==> config.mk <==
export PLATFORM = sky130hd
export DESIGN_NAME = excst_regs
export DESIGN_NICKNAME = d
export VERILOG_FILES = /design/src/excst_pkg.sv /design/src/excst_regs.sv /design/src/excst_pc_hold.sv
export VERILOG_INCLUDE_DIRS = /design/src /design/src/src
export SDC_FILE = /design/constraint.sdc
export NUM_CORES = 1
export LEC_CHECK = 0
export ABC_AREA = 1
export BUFFER_PORTS_ARGS = -buffer_cell sky130_fd_sc_hd__buf_2
export CAP_MARGIN = 40
export CORE_AREA = 2 2 97 99
export CTS_BUF_LIST = sky130_fd_sc_hd__clkbuf_4 sky130_fd_sc_hd__clkbuf_8
export CTS_CLUSTER_SIZE = 24
export DETAILED_ROUTE_END_ITERATION = 6
export DIE_AREA = 0 0 99 101
export GPL_TIMING_DRIVEN = 0
export PLACE_DENSITY = 0.86
export SYNTH_ARGS = -nofsm -noshare
export SYNTH_HDL_FRONTEND = slang
export SYNTH_HIERARCHICAL = 1
export SYNTH_SLANG_ARGS = --single-unit
==> constraint.sdc <==
create_clock -name sys_clk -period 0.9 [get_ports sys_clk]
set_input_delay 0.09 -clock sys_clk [delete_from_list [all_inputs] [get_ports sys_clk]]
set_output_delay 0.09 -clock sys_clk [all_outputs]
set_load 0.01 [all_outputs]
==> src/excst_map.svh <==
// Register map, field positions and reset values for the exception state registers
`ifndef EXCST_MAP_SVH
`define EXCST_MAP_SVH

`define EXCST_NUM_CAUSE 5'h0d
`define EXCST_NUM_EPC 5'h0e
`define EXCST_SEL_CAUSE 3'h0
`define EXCST_SEL_VIEW 3'h4
`define EXCST_SEL_NESTED 3'h5
`define EXCST_SEL_EPC 3'h0

`define EXCST_CODE_LSB 2
`define EXCST_CODE_MSB 6
`define EXCST_VIEW_LVL_LSB 2
`define EXCST_VIEW_LVL_MSB 9
`define EXCST_CAUSE_LVL_LSB 10
`define EXCST_CAUSE_IP_LSB 8
`define EXCST_CAUSE_BD_BIT 31
`define EXCST_NEST_ERL_BIT 2
`define EXCST_NEST_EXL_BIT 1

`define EXCST_LVL_RST 8'h00
`define EXCST_IP_RST 2'h0
`define EXCST_CODE_RST 5'h00
`define EXCST_ISA_RST 2'h0
`define EXCST_RD_RST 32'h0000_0000

`endif

==> src/excst_pkg.sv <==
// Types shared by the exception state register files
package excst_pkg;

  typedef enum logic [2:0]
  {
    EXCST_CLS_GEN = 3'b001,
    EXCST_CLS_ERR = 3'b010,
    EXCST_CLS_DBG = 3'b100
  } excst_cls_t;

  typedef struct packed
  {
    logic valid;
    excst_cls_t cls;
    logic [4:0] code;
    logic [31:0] pc;
    logic delaySlot;
    logic [31:0] branchPc;
  } excst_exc_t;

  typedef struct packed
  {
    logic wrEn;
    logic rdEn;
    logic [4:0] num;
    logic [2:0] sel;
    logic [31:0] wrData;
  } excst_mov_t;

endpackage

==> src/excst_regs.sv <==
// Exception state registers: code, priority view, nested state, return PC
`timescale 1ns/1ps
`include "excst_map.svh"
module excst_regs
  import excst_pkg::*;
(
  input wire logic sys_clk,
  input wire logic rst_n,
  input excst_exc_t excIn,
  input wire logic statusExl,
  input wire logic statusErl,
  input wire logic eicMode,
  input wire logic [7:0] eicLevel,
  input excst_mov_t movIn,
  output logic [31:0] rdData,
  output logic rdValid,
  output logic [31:0] epcOut,
  output logic [1:0] isaMode,
  output logic [1:0] swIntPending,
  output logic [7:0] reqLevel,
  output logic [4:0] exception_code_field,
  output logic branchDelay
);

  // Register select decode
  function automatic logic regHit(
    input logic [4:0] num,
    input logic [2:0] sel,
    input logic [4:0] wantNum,
    input logic [2:0] wantSel
  );
    regHit = (num == wantNum) && (sel == wantSel);
  endfunction

  logic excGen;
  logic excErr;
  logic excDbg;
  logic capture;
  logic hitCause;
  logic hitView;
  logic hitNested;
  logic hitEpc;
  logic mtcEpc;
  logic mtcView;
  logic epcLoad;
  logic [31:0] epcSrc;
  logic [31:0] mtcPcVal;
  logic [31:0] epcLoadData;
  logic [31:0] epcRead;
  logic wrBit0;
  logic excDelay;
  logic [31:0] rdMux;

  logic [4:0] code_r;
  logic [7:0] level_r;
  logic [1:0] ip_r;
  logic prior_error_level_r;
  logic prior_exception_level_r;
  logic bd_r;
  logic [1:0] isa_r;
  logic [31:0] rd_r;
  logic rdValid_r;

  assign excGen = excIn.valid && (excIn.cls == EXCST_CLS_GEN);
  assign excErr = excIn.valid && (excIn.cls == EXCST_CLS_ERR);
  assign excDbg = excIn.valid && (excIn.cls == EXCST_CLS_DBG);
  assign excDelay = excIn.delaySlot;

  assign hitCause = regHit(movIn.num, movIn.sel, `EXCST_NUM_CAUSE, `EXCST_SEL_CAUSE);
  assign hitView = regHit(movIn.num, movIn.sel, `EXCST_NUM_CAUSE, `EXCST_SEL_VIEW);
  assign hitNested = regHit(movIn.num, movIn.sel, `EXCST_NUM_CAUSE, `EXCST_SEL_NESTED);
  assign hitEpc = regHit(movIn.num, movIn.sel, `EXCST_NUM_EPC, `EXCST_SEL_EPC);

  assign mtcEpc = movIn.wrEn && hitEpc;
  assign mtcView = movIn.wrEn && hitView;
  assign wrBit0 = movIn.wrData[0];

  // Capture only outside exception level
  assign capture = excGen && !statusExl;

  // Branch address when in delay slot
  assign epcSrc = excIn.delaySlot ? excIn.branchPc : excIn.pc;

  // Software write clears PC bit 0
  assign mtcPcVal = {movIn.wrData[31:1], 1'b0};

  // Exception beats a concurrent move
  assign epcLoad = capture || mtcEpc;
  assign epcLoadData = capture ? epcSrc : mtcPcVal;

  excst_pc_hold excst_pc_hold_inst
  (
    .sys_clk(sys_clk),
    .load(epcLoad),
    .loadData(epcLoadData),
    .pcOut(epcOut)
  );

  // Exception code of the last general-class exception
  always_ff @(posedge sys_clk or negedge rst_n)
  begin
    if (!rst_n)
    begin
      code_r <= `EXCST_CODE_RST;
    end
    else if (excGen)
    begin
      code_r <= excIn.code;
    end
  end

  // Requested level from the controller
  always_ff @(posedge sys_clk or negedge rst_n)
  begin
    if (!rst_n)
    begin
      level_r <= `EXCST_LVL_RST;
    end
    else if (eicMode)
    begin
      level_r <= eicLevel;
    end
    else
    begin
      level_r <= `EXCST_LVL_RST;
    end
  end

  // Software interrupt pending bits
  always_ff @(posedge sys_clk or negedge rst_n)
  begin
    if (!rst_n)
    begin
      ip_r <= `EXCST_IP_RST;
    end
    else if (mtcView)
    begin
      ip_r <= movIn.wrData[1:0];
    end
  end

  // Prior error level
  always_ff @(posedge sys_clk or negedge rst_n)
  begin
    if (!rst_n)
    begin
      prior_error_level_r <= 1'b0;
    end
    else if (excGen || excErr)
    begin
      prior_error_level_r <= statusErl;
    end
  end

  // Prior exception level
  always_ff @(posedge sys_clk or negedge rst_n)
  begin
    if (!rst_n)
    begin
      prior_exception_level_r <= 1'b0;
    end
    else if (excGen)
    begin
      prior_exception_level_r <= statusExl;
    end
  end

  // Delay slot flag
  always_ff @(posedge sys_clk or negedge rst_n)
  begin
    if (!rst_n)
    begin
      bd_r <= 1'b0;
    end
    else if (capture)
    begin
      bd_r <= excIn.delaySlot;
    end
  end

  // Instruction set mode bits
  always_ff @(posedge sys_clk or negedge rst_n)
  begin
    if (!rst_n)
    begin
      isa_r <= `EXCST_ISA_RST;
    end
    else if (mtcEpc && !capture)
    begin
      isa_r <= {1'b0, wrBit0};
    end
  end

  // Read value of the return PC
  assign epcRead = {epcOut[31:1], isa_r[0]};

  // Read multiplexer
  always_comb
  begin
    rdMux = `EXCST_RD_RST;
    if (hitCause)
    begin
      rdMux[`EXCST_CODE_MSB:`EXCST_CODE_LSB] = code_r;
      rdMux[`EXCST_CAUSE_LVL_LSB +: 8] = level_r;
      rdMux[`EXCST_CAUSE_IP_LSB +: 2] = ip_r;
      rdMux[`EXCST_CAUSE_BD_BIT] = bd_r;
    end
    else if (hitView)
    begin
      rdMux[`EXCST_VIEW_LVL_MSB:`EXCST_VIEW_LVL_LSB] = level_r;
      rdMux[1:0] = ip_r;
    end
    else if (hitNested)
    begin
      rdMux[`EXCST_NEST_ERL_BIT] = prior_error_level_r;
      rdMux[`EXCST_NEST_EXL_BIT] = prior_exception_level_r;
    end
    else if (hitEpc)
    begin
      rdMux = epcRead;
    end
  end

  // Registered read data
  always_ff @(posedge sys_clk or negedge rst_n)
  begin
    if (!rst_n)
    begin
      rd_r <= `EXCST_RD_RST;
      rdValid_r <= 1'b0;
    end
    else
    begin
      rdValid_r <= movIn.rdEn;
      if (movIn.rdEn)
      begin
        rd_r <= rdMux;
      end
    end
  end

  assign rdData = rd_r;
  assign rdValid = rdValid_r;
  assign isaMode = isa_r;
  assign swIntPending = ip_r;
  assign reqLevel = level_r;
  assign exception_code_field = code_r;
  assign branchDelay = bd_r;
endmodule // excst_regs

==> src/excst_pc_hold.sv <==
// Return PC storage word without reset
`timescale 1ns/1ps
module excst_pc_hold
  import excst_pkg::*;
(
  input wire logic sys_clk,
  input wire logic load,
  input wire logic [31:0] loadData,
  output logic [31:0] pcOut
);

  logic [31:0] pc_r;

  // Undefined after reset by design
  always_ff @(posedge sys_clk)
  begin
    if (load)
    begin
      pc_r <= loadData;
    end
  end

  assign pcOut = pc_r;

endmodule // excst_pc_hold

==> results of run 1 <==
## through the flow
| step | TNS, ps | hold WS [ps] | setup WS [ps] | power, mW | cells |
|---|---|---|---|---|---|
| after CTS | -10910 | -241 | -134 | 8.46 | 903 |
| final | -14570 | -259 | -160 | 8.77 | 934 |
| after global routing | -19760 | -214 | -182 | 9.05 | 934 |
| after detailed placement | -50290 | 142 | -844 | 5.43 | 821 |
| after global placement | -65030 | 235 | -1020 | 5.36 | 819 |
| after floorplan | -21280 | -206 | -619 | 4.80 | 500 |
## cell usage in the layout (no fill, tap or decap), drive strengths merged, types with 2 or more instances in the layout
| master | count |
|---|---|
| buf | 306 |
| clkbuf | 23 |
| clkinv | 5 |
| dfrtp | 52 |
| dlygate4sd3 | 16 |
| edfxtp | 32 |
| inv | 37 |
| nand2 | 175 |
| nand3 | 54 |
| nor2 | 70 |
| nor3 | 2 |
| o21ai | 14 |
| o31ai | 31 |
## cell usage after synthesis, types with 2 or more instances
master    number  area share
buf_2         11       0.013
buf_4          2      0.0036
clkbuf_1      13       0.012
clkinv_1       2      0.0018
dfrtp_1       52        0.32
edfxtp_1      32        0.23
inv_1         35       0.032
nand2_1      172        0.16
nand2_2        2      0.0030
nand3_1       54       0.066
nor2_1        65       0.059
nor2_4         3      0.0082
o21ai_0       13       0.016
o31ai_1       31       0.056
## flip-flops by register name, indices dropped and copies added, names as in the netlist
name and count:
excst_pc_hold_inst/pcOut 32, rdData 32, reqLevel 8, exception_code_field 5, swIntPending 2, branchDelay 1, isaMode 1, prior_error_level_r 1
prior_exception_level_r 1, rdValid 1
## metal layers
metal,vias up,GRT usage
met5,-,0
met4,0,0.165
met3,89,0.0555
met2,311,0.498
met1,2324,0.338
li1,2258,-
## final cells by class
| type | count | share of cell area |
|---|---|---|
| Buffer | 28 | 0.0350 |
| Sequential cell | 84 | 0.307 |
| Clock inverter | 5 | 0.00798 |
| Clock buffer | 11 | 0.0205 |
| Multi-Input combinational cell | 350 | 0.296 |
| Inverter | 38 | 0.0224 |
| Timing Repair Buffer | 306 | 0.292 |
| Antenna cell | 1 | 0.000340 |
| Tap cell | 111 | 0.0188 |
## path summary, 6_finish.rpt
| kind | slack, ps | to | cells past startpoint | from |
|---|---|---|---|---|
| worst max register to register | -110 | rdData[7] | 5 | excst_pc_hold_inst/pcOut[7] |
| worst min-delay path | -260 | rdValid | 1 | rst_n |
| max in group asynchronous | 570 | rdData[20] | 2 | rst_n |
| min in group sys_clk | 20 | isaMode[0] | 3 | movIn[41] |
| worst min register to register | 480 | rdData[0] | 2 | rdData[0] |
| worst max-delay path | -160 | excst_pc_hold_inst/pcOut[30] | 10 | excIn[71] |
## power breakdown
group | switching (mW) | total (mW) | internal [mW] | leakage, nW
combinational | 0.877 | 1.65 | 0.777 | 2.84
clock | 1.44 | 2.89 | 1.44 | 0.110
sequential | 0.108 | 4.23 | 4.13 | 0.977
total | 2.43 | 8.77 | 6.35 | 3.92
## cells by family (layout without fill, tap and decap cells)
| group | Yosys count | in the layout | share of synthesized area |
|---|---|---|---|
| simple gates | 302 | 302 | 0.307 |
| buf+inv | 66 | 388 | 0.0671 |
| other cells | 1 | 2 | 0.000910 |
| flops | 84 | 84 | 0.549 |
| compound gates | 47 | 47 | 0.0765 |
## repair_timing
item	CTS	global route
gates resized for setup	43	142
pin swaps	8	22
cloned	2	3
setup buffers	48	27
setup endpoints to repair	139	157
endpoints found under the hold margin	43	27
==> metrics.md, run 1 <==
| Metric | Value |
|---|---|
| Status | `complete, but fails checks` |
| Failing checks | `hold timing, setup timing` |
| Met1 wire length | `5.99 mm` |
| Max_slew headroom | `0.574` |
| Count of cell types in the netlist | `27` |
| Hold_ws | `-259 ps` |
| Multi-input gate area | `0.00218 sq mm` |
| Mapped Cells | `500` |
| PortBufs | `208` |
| CP Max Fanout | `5` |
| Async S/R FF share, synth | `0.619` |
| Post-Place Cell Area | `0.00549 sq mm` |
| Final Util | `0.821` |
| Max Clk Rate | `943 MHz` |
| FF/Latch Area | `0.00226 sq mm` |
| Max-Cap Viols | `0` |
| Die Wd | `99 um` |
| Iteration-0 DRC Markers | `228` |
| Top Family by Delay on Critical Path | `buffers and inverters` |
| Syn Area/Cell | `8.25 sq um` |
| Setup violators final | `167` |
| Pwr dens | `1190 mW/mm^2` |
| Clk pin slew, worst setup/hold paths | `100 ps` |
| Buf/Inv on CP | `6` |
| YS warnings | `6` |
| First-pass GRT wire length | `22.6 mm` |
| Routed WL per cell | `17.9 um` |
| Via count | `4,982` |
| Seq cells post-synth | `84` |
| Drc violations | `0` |
| Filler instances | `495` |
| Final nets | `946` |
| Top Metal Used | `met4` |
| Worst EP arrival | `1140 ps` |
| Total CTS buffers | `9` |
| Fin. Hold Viols | `27` |
| Gr usage total | `0.289` |
| EDFF count, synth | `32` |
| Post-Route WL | `16.8 mm` |
| DPL Wire Length | `10.3 mm` |
| I/O pin cnt | `212` |
| Fin crit period | `1060 ps` |
| Syn nets | `629` |
| Routed met2 length | `8.58 mm` |
| Min-delay worst type | `in -> async` |
| Total clock sinks | `84` |
| Worst clock skew | `13.3 ps` |
| Met3 wire len | `1.17 mm` |
| Proportion of layout cells with a drive suffix above 1 | `0.534` |
| Worst-Margin Slew | `638 ps` |
| Vias in the first global route | `4,651` |
| Worst setup EP type | `register` |
| Max Slew Vio Count | `0` |
| Clk root buf | `clkbuf_8` |
| Gr ovfl total | `0` |
| Final antenna-violating net count | `0` |
| FP Rows | `35` |
| Crit-path max cell delay | `170 ps` |
| Post-synthesis cell area | `0.00412 sq mm` |
| Ys flop type | `dfrtp_1` |
| Initial antenna violation count | `1` |
| Number of H-tree levels | `3` |
| Critical path class | `in -> reg` |
| Die area | `0.0100 sq mm` |
| Clock buffer depth | `2` |
| Static Leakage | `3.92 nW` |
| Worst Setup Start Kind | `input port` |
| Area Growth Syn to Fin | `78.8%` |
| RSZ-0062 raised after global routing | `true` |
| Final Cycle Share | `1.18` |
| Pre-antenna DRT Iters | `6` |
| Core footprint | `0.00898 sq mm` |
| Via density | `5.33` |
| # hold bufs at CTS | `16` |
| Clk Latency, worst-skew pair | `360 ps` |
| Worst-path cell with the longest stage delay | `buf_12` |
| Initial Util | `0.459` |
| Die Span Y | `101 um` |
| Post-synthesis sequential area ratio | `0.549` |
| Final instance area | `0.00737 sq mm` |
| Fin worst setup slack | `-160 ps` |
| CTS tree | `done` |
| Worst VDD drop | `0.981 mV` |
| Placer Congestion | `0.913` |
| Largest net degree at the start of global routing | `29` |
| Cell breakdown of the critical path | `buf_6 > inv_4 > nand2_4 > nor2_4 > nand2_4 > buf_8 > buf_8 > o21ai_4 > buf_12 > clkbuf_16` |
| CP Data Required Time | `980 ps` |
Power figures use the tool's default switching activity.
==> run 2, diff against run 1 <==
PLACE_DENSITY = 0.83   (was 0.86)
==> metrics.md, run 2 (synthesized netlist as in run 1, its figures left out) <==
| Metric | Value |
|---|---|
| Status | `complete, but fails checks` |
| Failing checks | `setup timing` |
| Iteration-0 DRC Markers | `278 (+22%)` |
| Worst VDD drop | `0.660 mV (-33%)` |
| Via count | `4,718 (-5.3%)` |
| Max Clk Rate | `930 MHz (-1.4%)` |
| Cells after DPL | `822 (+0.12%)` |
| DPL Wire Length | `10.3 mm (-0.69%)` |
| CTS tree | `done` |
| Die Wd | `99 um (unchanged)` |
| Non-Filler Instances | `943 (+0.96%)` |
| Largest net degree at the start of global routing | `26 (-10%)` |
| Setup violators final | `148 (-11%)` |
| Number of H-tree levels | `3 (unchanged)` |
| Total CTS buffers | `9 (unchanged)` |
| Proportion of layout cells with a drive suffix above 1 | `0.500 (-0.0341)` |
| Max-Cap Viols | `0 (unchanged)` |
| Total clock sinks | `84 (unchanged)` |
| I/O pin cnt | `212 (unchanged)` |
| Initial antenna violation count | `0 (-1)` |
| Clk Latency, worst-skew pair | `350 ps (about the same)` |
| Fin. Hold Viols | `0 (-100%)` |
| First-pass GRT wire length | `22.1 mm (-2.1%)` |
| Most common cell after layout, fill and taps aside | `buf_2` |
| Min-delay worst type | `in -> reg` |
| Initial Util | `0.459 (unchanged)` |
| Diodes inserted | `0 (-1)` |
| Final instance area | `0.00713 sq mm (-3.2%)` |
| Fin worst setup slack | `-175 ps (-15.1 ps)` |
| Post-Place Cell Area | `0.00552 sq mm (+0.64%)` |
| Worst EP arrival | `1150 ps (about the same)` |
| Core footprint | `0.00898 sq mm (unchanged)` |
| Overall Power | `8.50 mW (-3.1%)` |
| FP Rows | `35 (unchanged)` |
| Final antenna-violating net count | `0 (unchanged)` |
| Worst R2R Setup Slack | `-90 ps (+20 ps)` |
| Hold_ws | `23.6 ps (+282 ps)` |
| Clock buffer depth | `2 (unchanged)` |
| PortBufs | `208 (unchanged)` |
| RSZ-0062 raised after global routing | `true` |
| Post-Route WL | `14.9 mm (-11%)` |
| Pre-antenna DRT Iters | `5 (-1)` |
| Die Span Y | `101 um (unchanged)` |
| Pwr dens | `1190 mW/mm^2 (+0.11%)` |
| Via density | `5.00 (-6.2%)` |
| Max Slew Vio Count | `0 (unchanged)` |
| CP Max Fanout | `7 (+2)` |
| Gr usage total | `0.284 (-0.00568)` |
| Worst clock skew | `7.35 ps (-5.93 ps)` |
| Drc violations | `0 (unchanged)` |
| Worst Setup Start Kind | `input port` |
| Filler instances | `589 (+19%)` |
| Die area | `0.0100 sq mm (unchanged)` |
| CP Data Required Time | `980 ps (about the same)` |
| Placer Congestion | `0.897 (-1.7%)` |
| Routed WL per cell | `15.8 um (-12%)` |
| Worst setup EP type | `register` |
| Gr ovfl total | `0 (unchanged)` |
| Critical path class | `in -> reg` |
| Clk pin slew, worst setup/hold paths | `90 ps (about the same)` |
| Vias in the first global route | `4,538 (-2.4%)` |
| Final nets | `956 (+1.1%)` |
| Static Leakage | `3.91 nW (-0.36%)` |
| Fin crit period | `1080 ps (+15.1 ps)` |
| Clk root buf | `clkbuf_8` |
| Most frequent cells in the layout | `196 x buf_2, 156 x nand2_1, 74 x buf_4` |
| Final Cycle Share | `1.19 (+0.0168)` |
| Area Growth Syn to Fin | `73.0%` |
==> run 2: metrics by stage <==
stage                     worst slack [ps]  TNS [ps]   util
final                                 -175    -12330  0.794
after CTS                             -153    -12580  0.728
after floorplan                       -619    -21280      -
after global placement               -1020    -67320  0.606
after detailed placement              -890    -51310  0.615
after global routing                  -201    -18390  0.794
==> run 2: power breakdown <==
part           leakage [nW]  internal (mW)  switching, mW  total, mW
Combinational          2.83          0.753          0.804       1.56
Clock                 0.103           1.36           1.36       2.72
Sequential            0.977           4.12          0.100       4.23
==> run 2: path summary, 6_finish.rpt <==
| check | startpoint | to | cells past startpoint |
|---|---|---|---|
| worst max-delay path | excIn[72] | excst_pc_hold_inst/pcOut[25] | 10 |
| worst min-delay path | movIn[22] | excst_pc_hold_inst/pcOut[22] | 3 |
| worst max register to register | excst_pc_hold_inst/pcOut[8] | rdData[8] | 5 |
| worst min register to register | excst_pc_hold_inst/pcOut[19] | rdData[19] | 2 |
| max in group asynchronous | rst_n | rdData[19] | 3 |
| min in group asynchronous | rst_n | rdValid | 2 |
==> run 2: metal layers <==
metal / GRT usage / part of all wire / wire (um) / vias to the layer above
met5: 0 / 0 / 0 / -
met4: 0.105 / 0.024 / 360 / 0
met3: 0.0312 / 0.050 / 742 / 29
met2: 0.499 / 0.52 / 7820 / 204
met1: 0.362 / 0.40 / 5990 / 2213
li1: - / - / - / 2272
==> run 2: cell type report <==
| class | count | area, sq um | share of cell area |
|---|---|---|---|
| well taps | 111 | 139 | 0.0195 |
| multi-input cells | 350 | 1960 | 0.275 |
| clock inverters | 6 | 62.6 | 0.00877 |
| plain buffers | 27 | 224 | 0.0314 |
| flip-flops and latches | 84 | 2260 | 0.317 |
| clock buffers | 10 | 138 | 0.0193 |
| inverters | 38 | 159 | 0.0223 |
| repair buffers | 317 | 2180 | 0.306 |
==> run 2: timing repair <==
action	in CTS	in global routing
gates cloned	2	1
hold buffers	19	0
hold endpoints to repair	70	0
gates resized for setup	24	97
pin swaps	6	25
endpoints found under the setup margin	142	175
setup buffers	58	27
==> run 2: worst max-delay path, stage by stage <==
cell and delay [ps]:
buf_8 110, inv_12 40, nand2_4 40, nor2_4 160, nand2_4 70, buf_8 120
buf_8 110, o21ai_4 90, buf_12 160, clkbuf_16 150
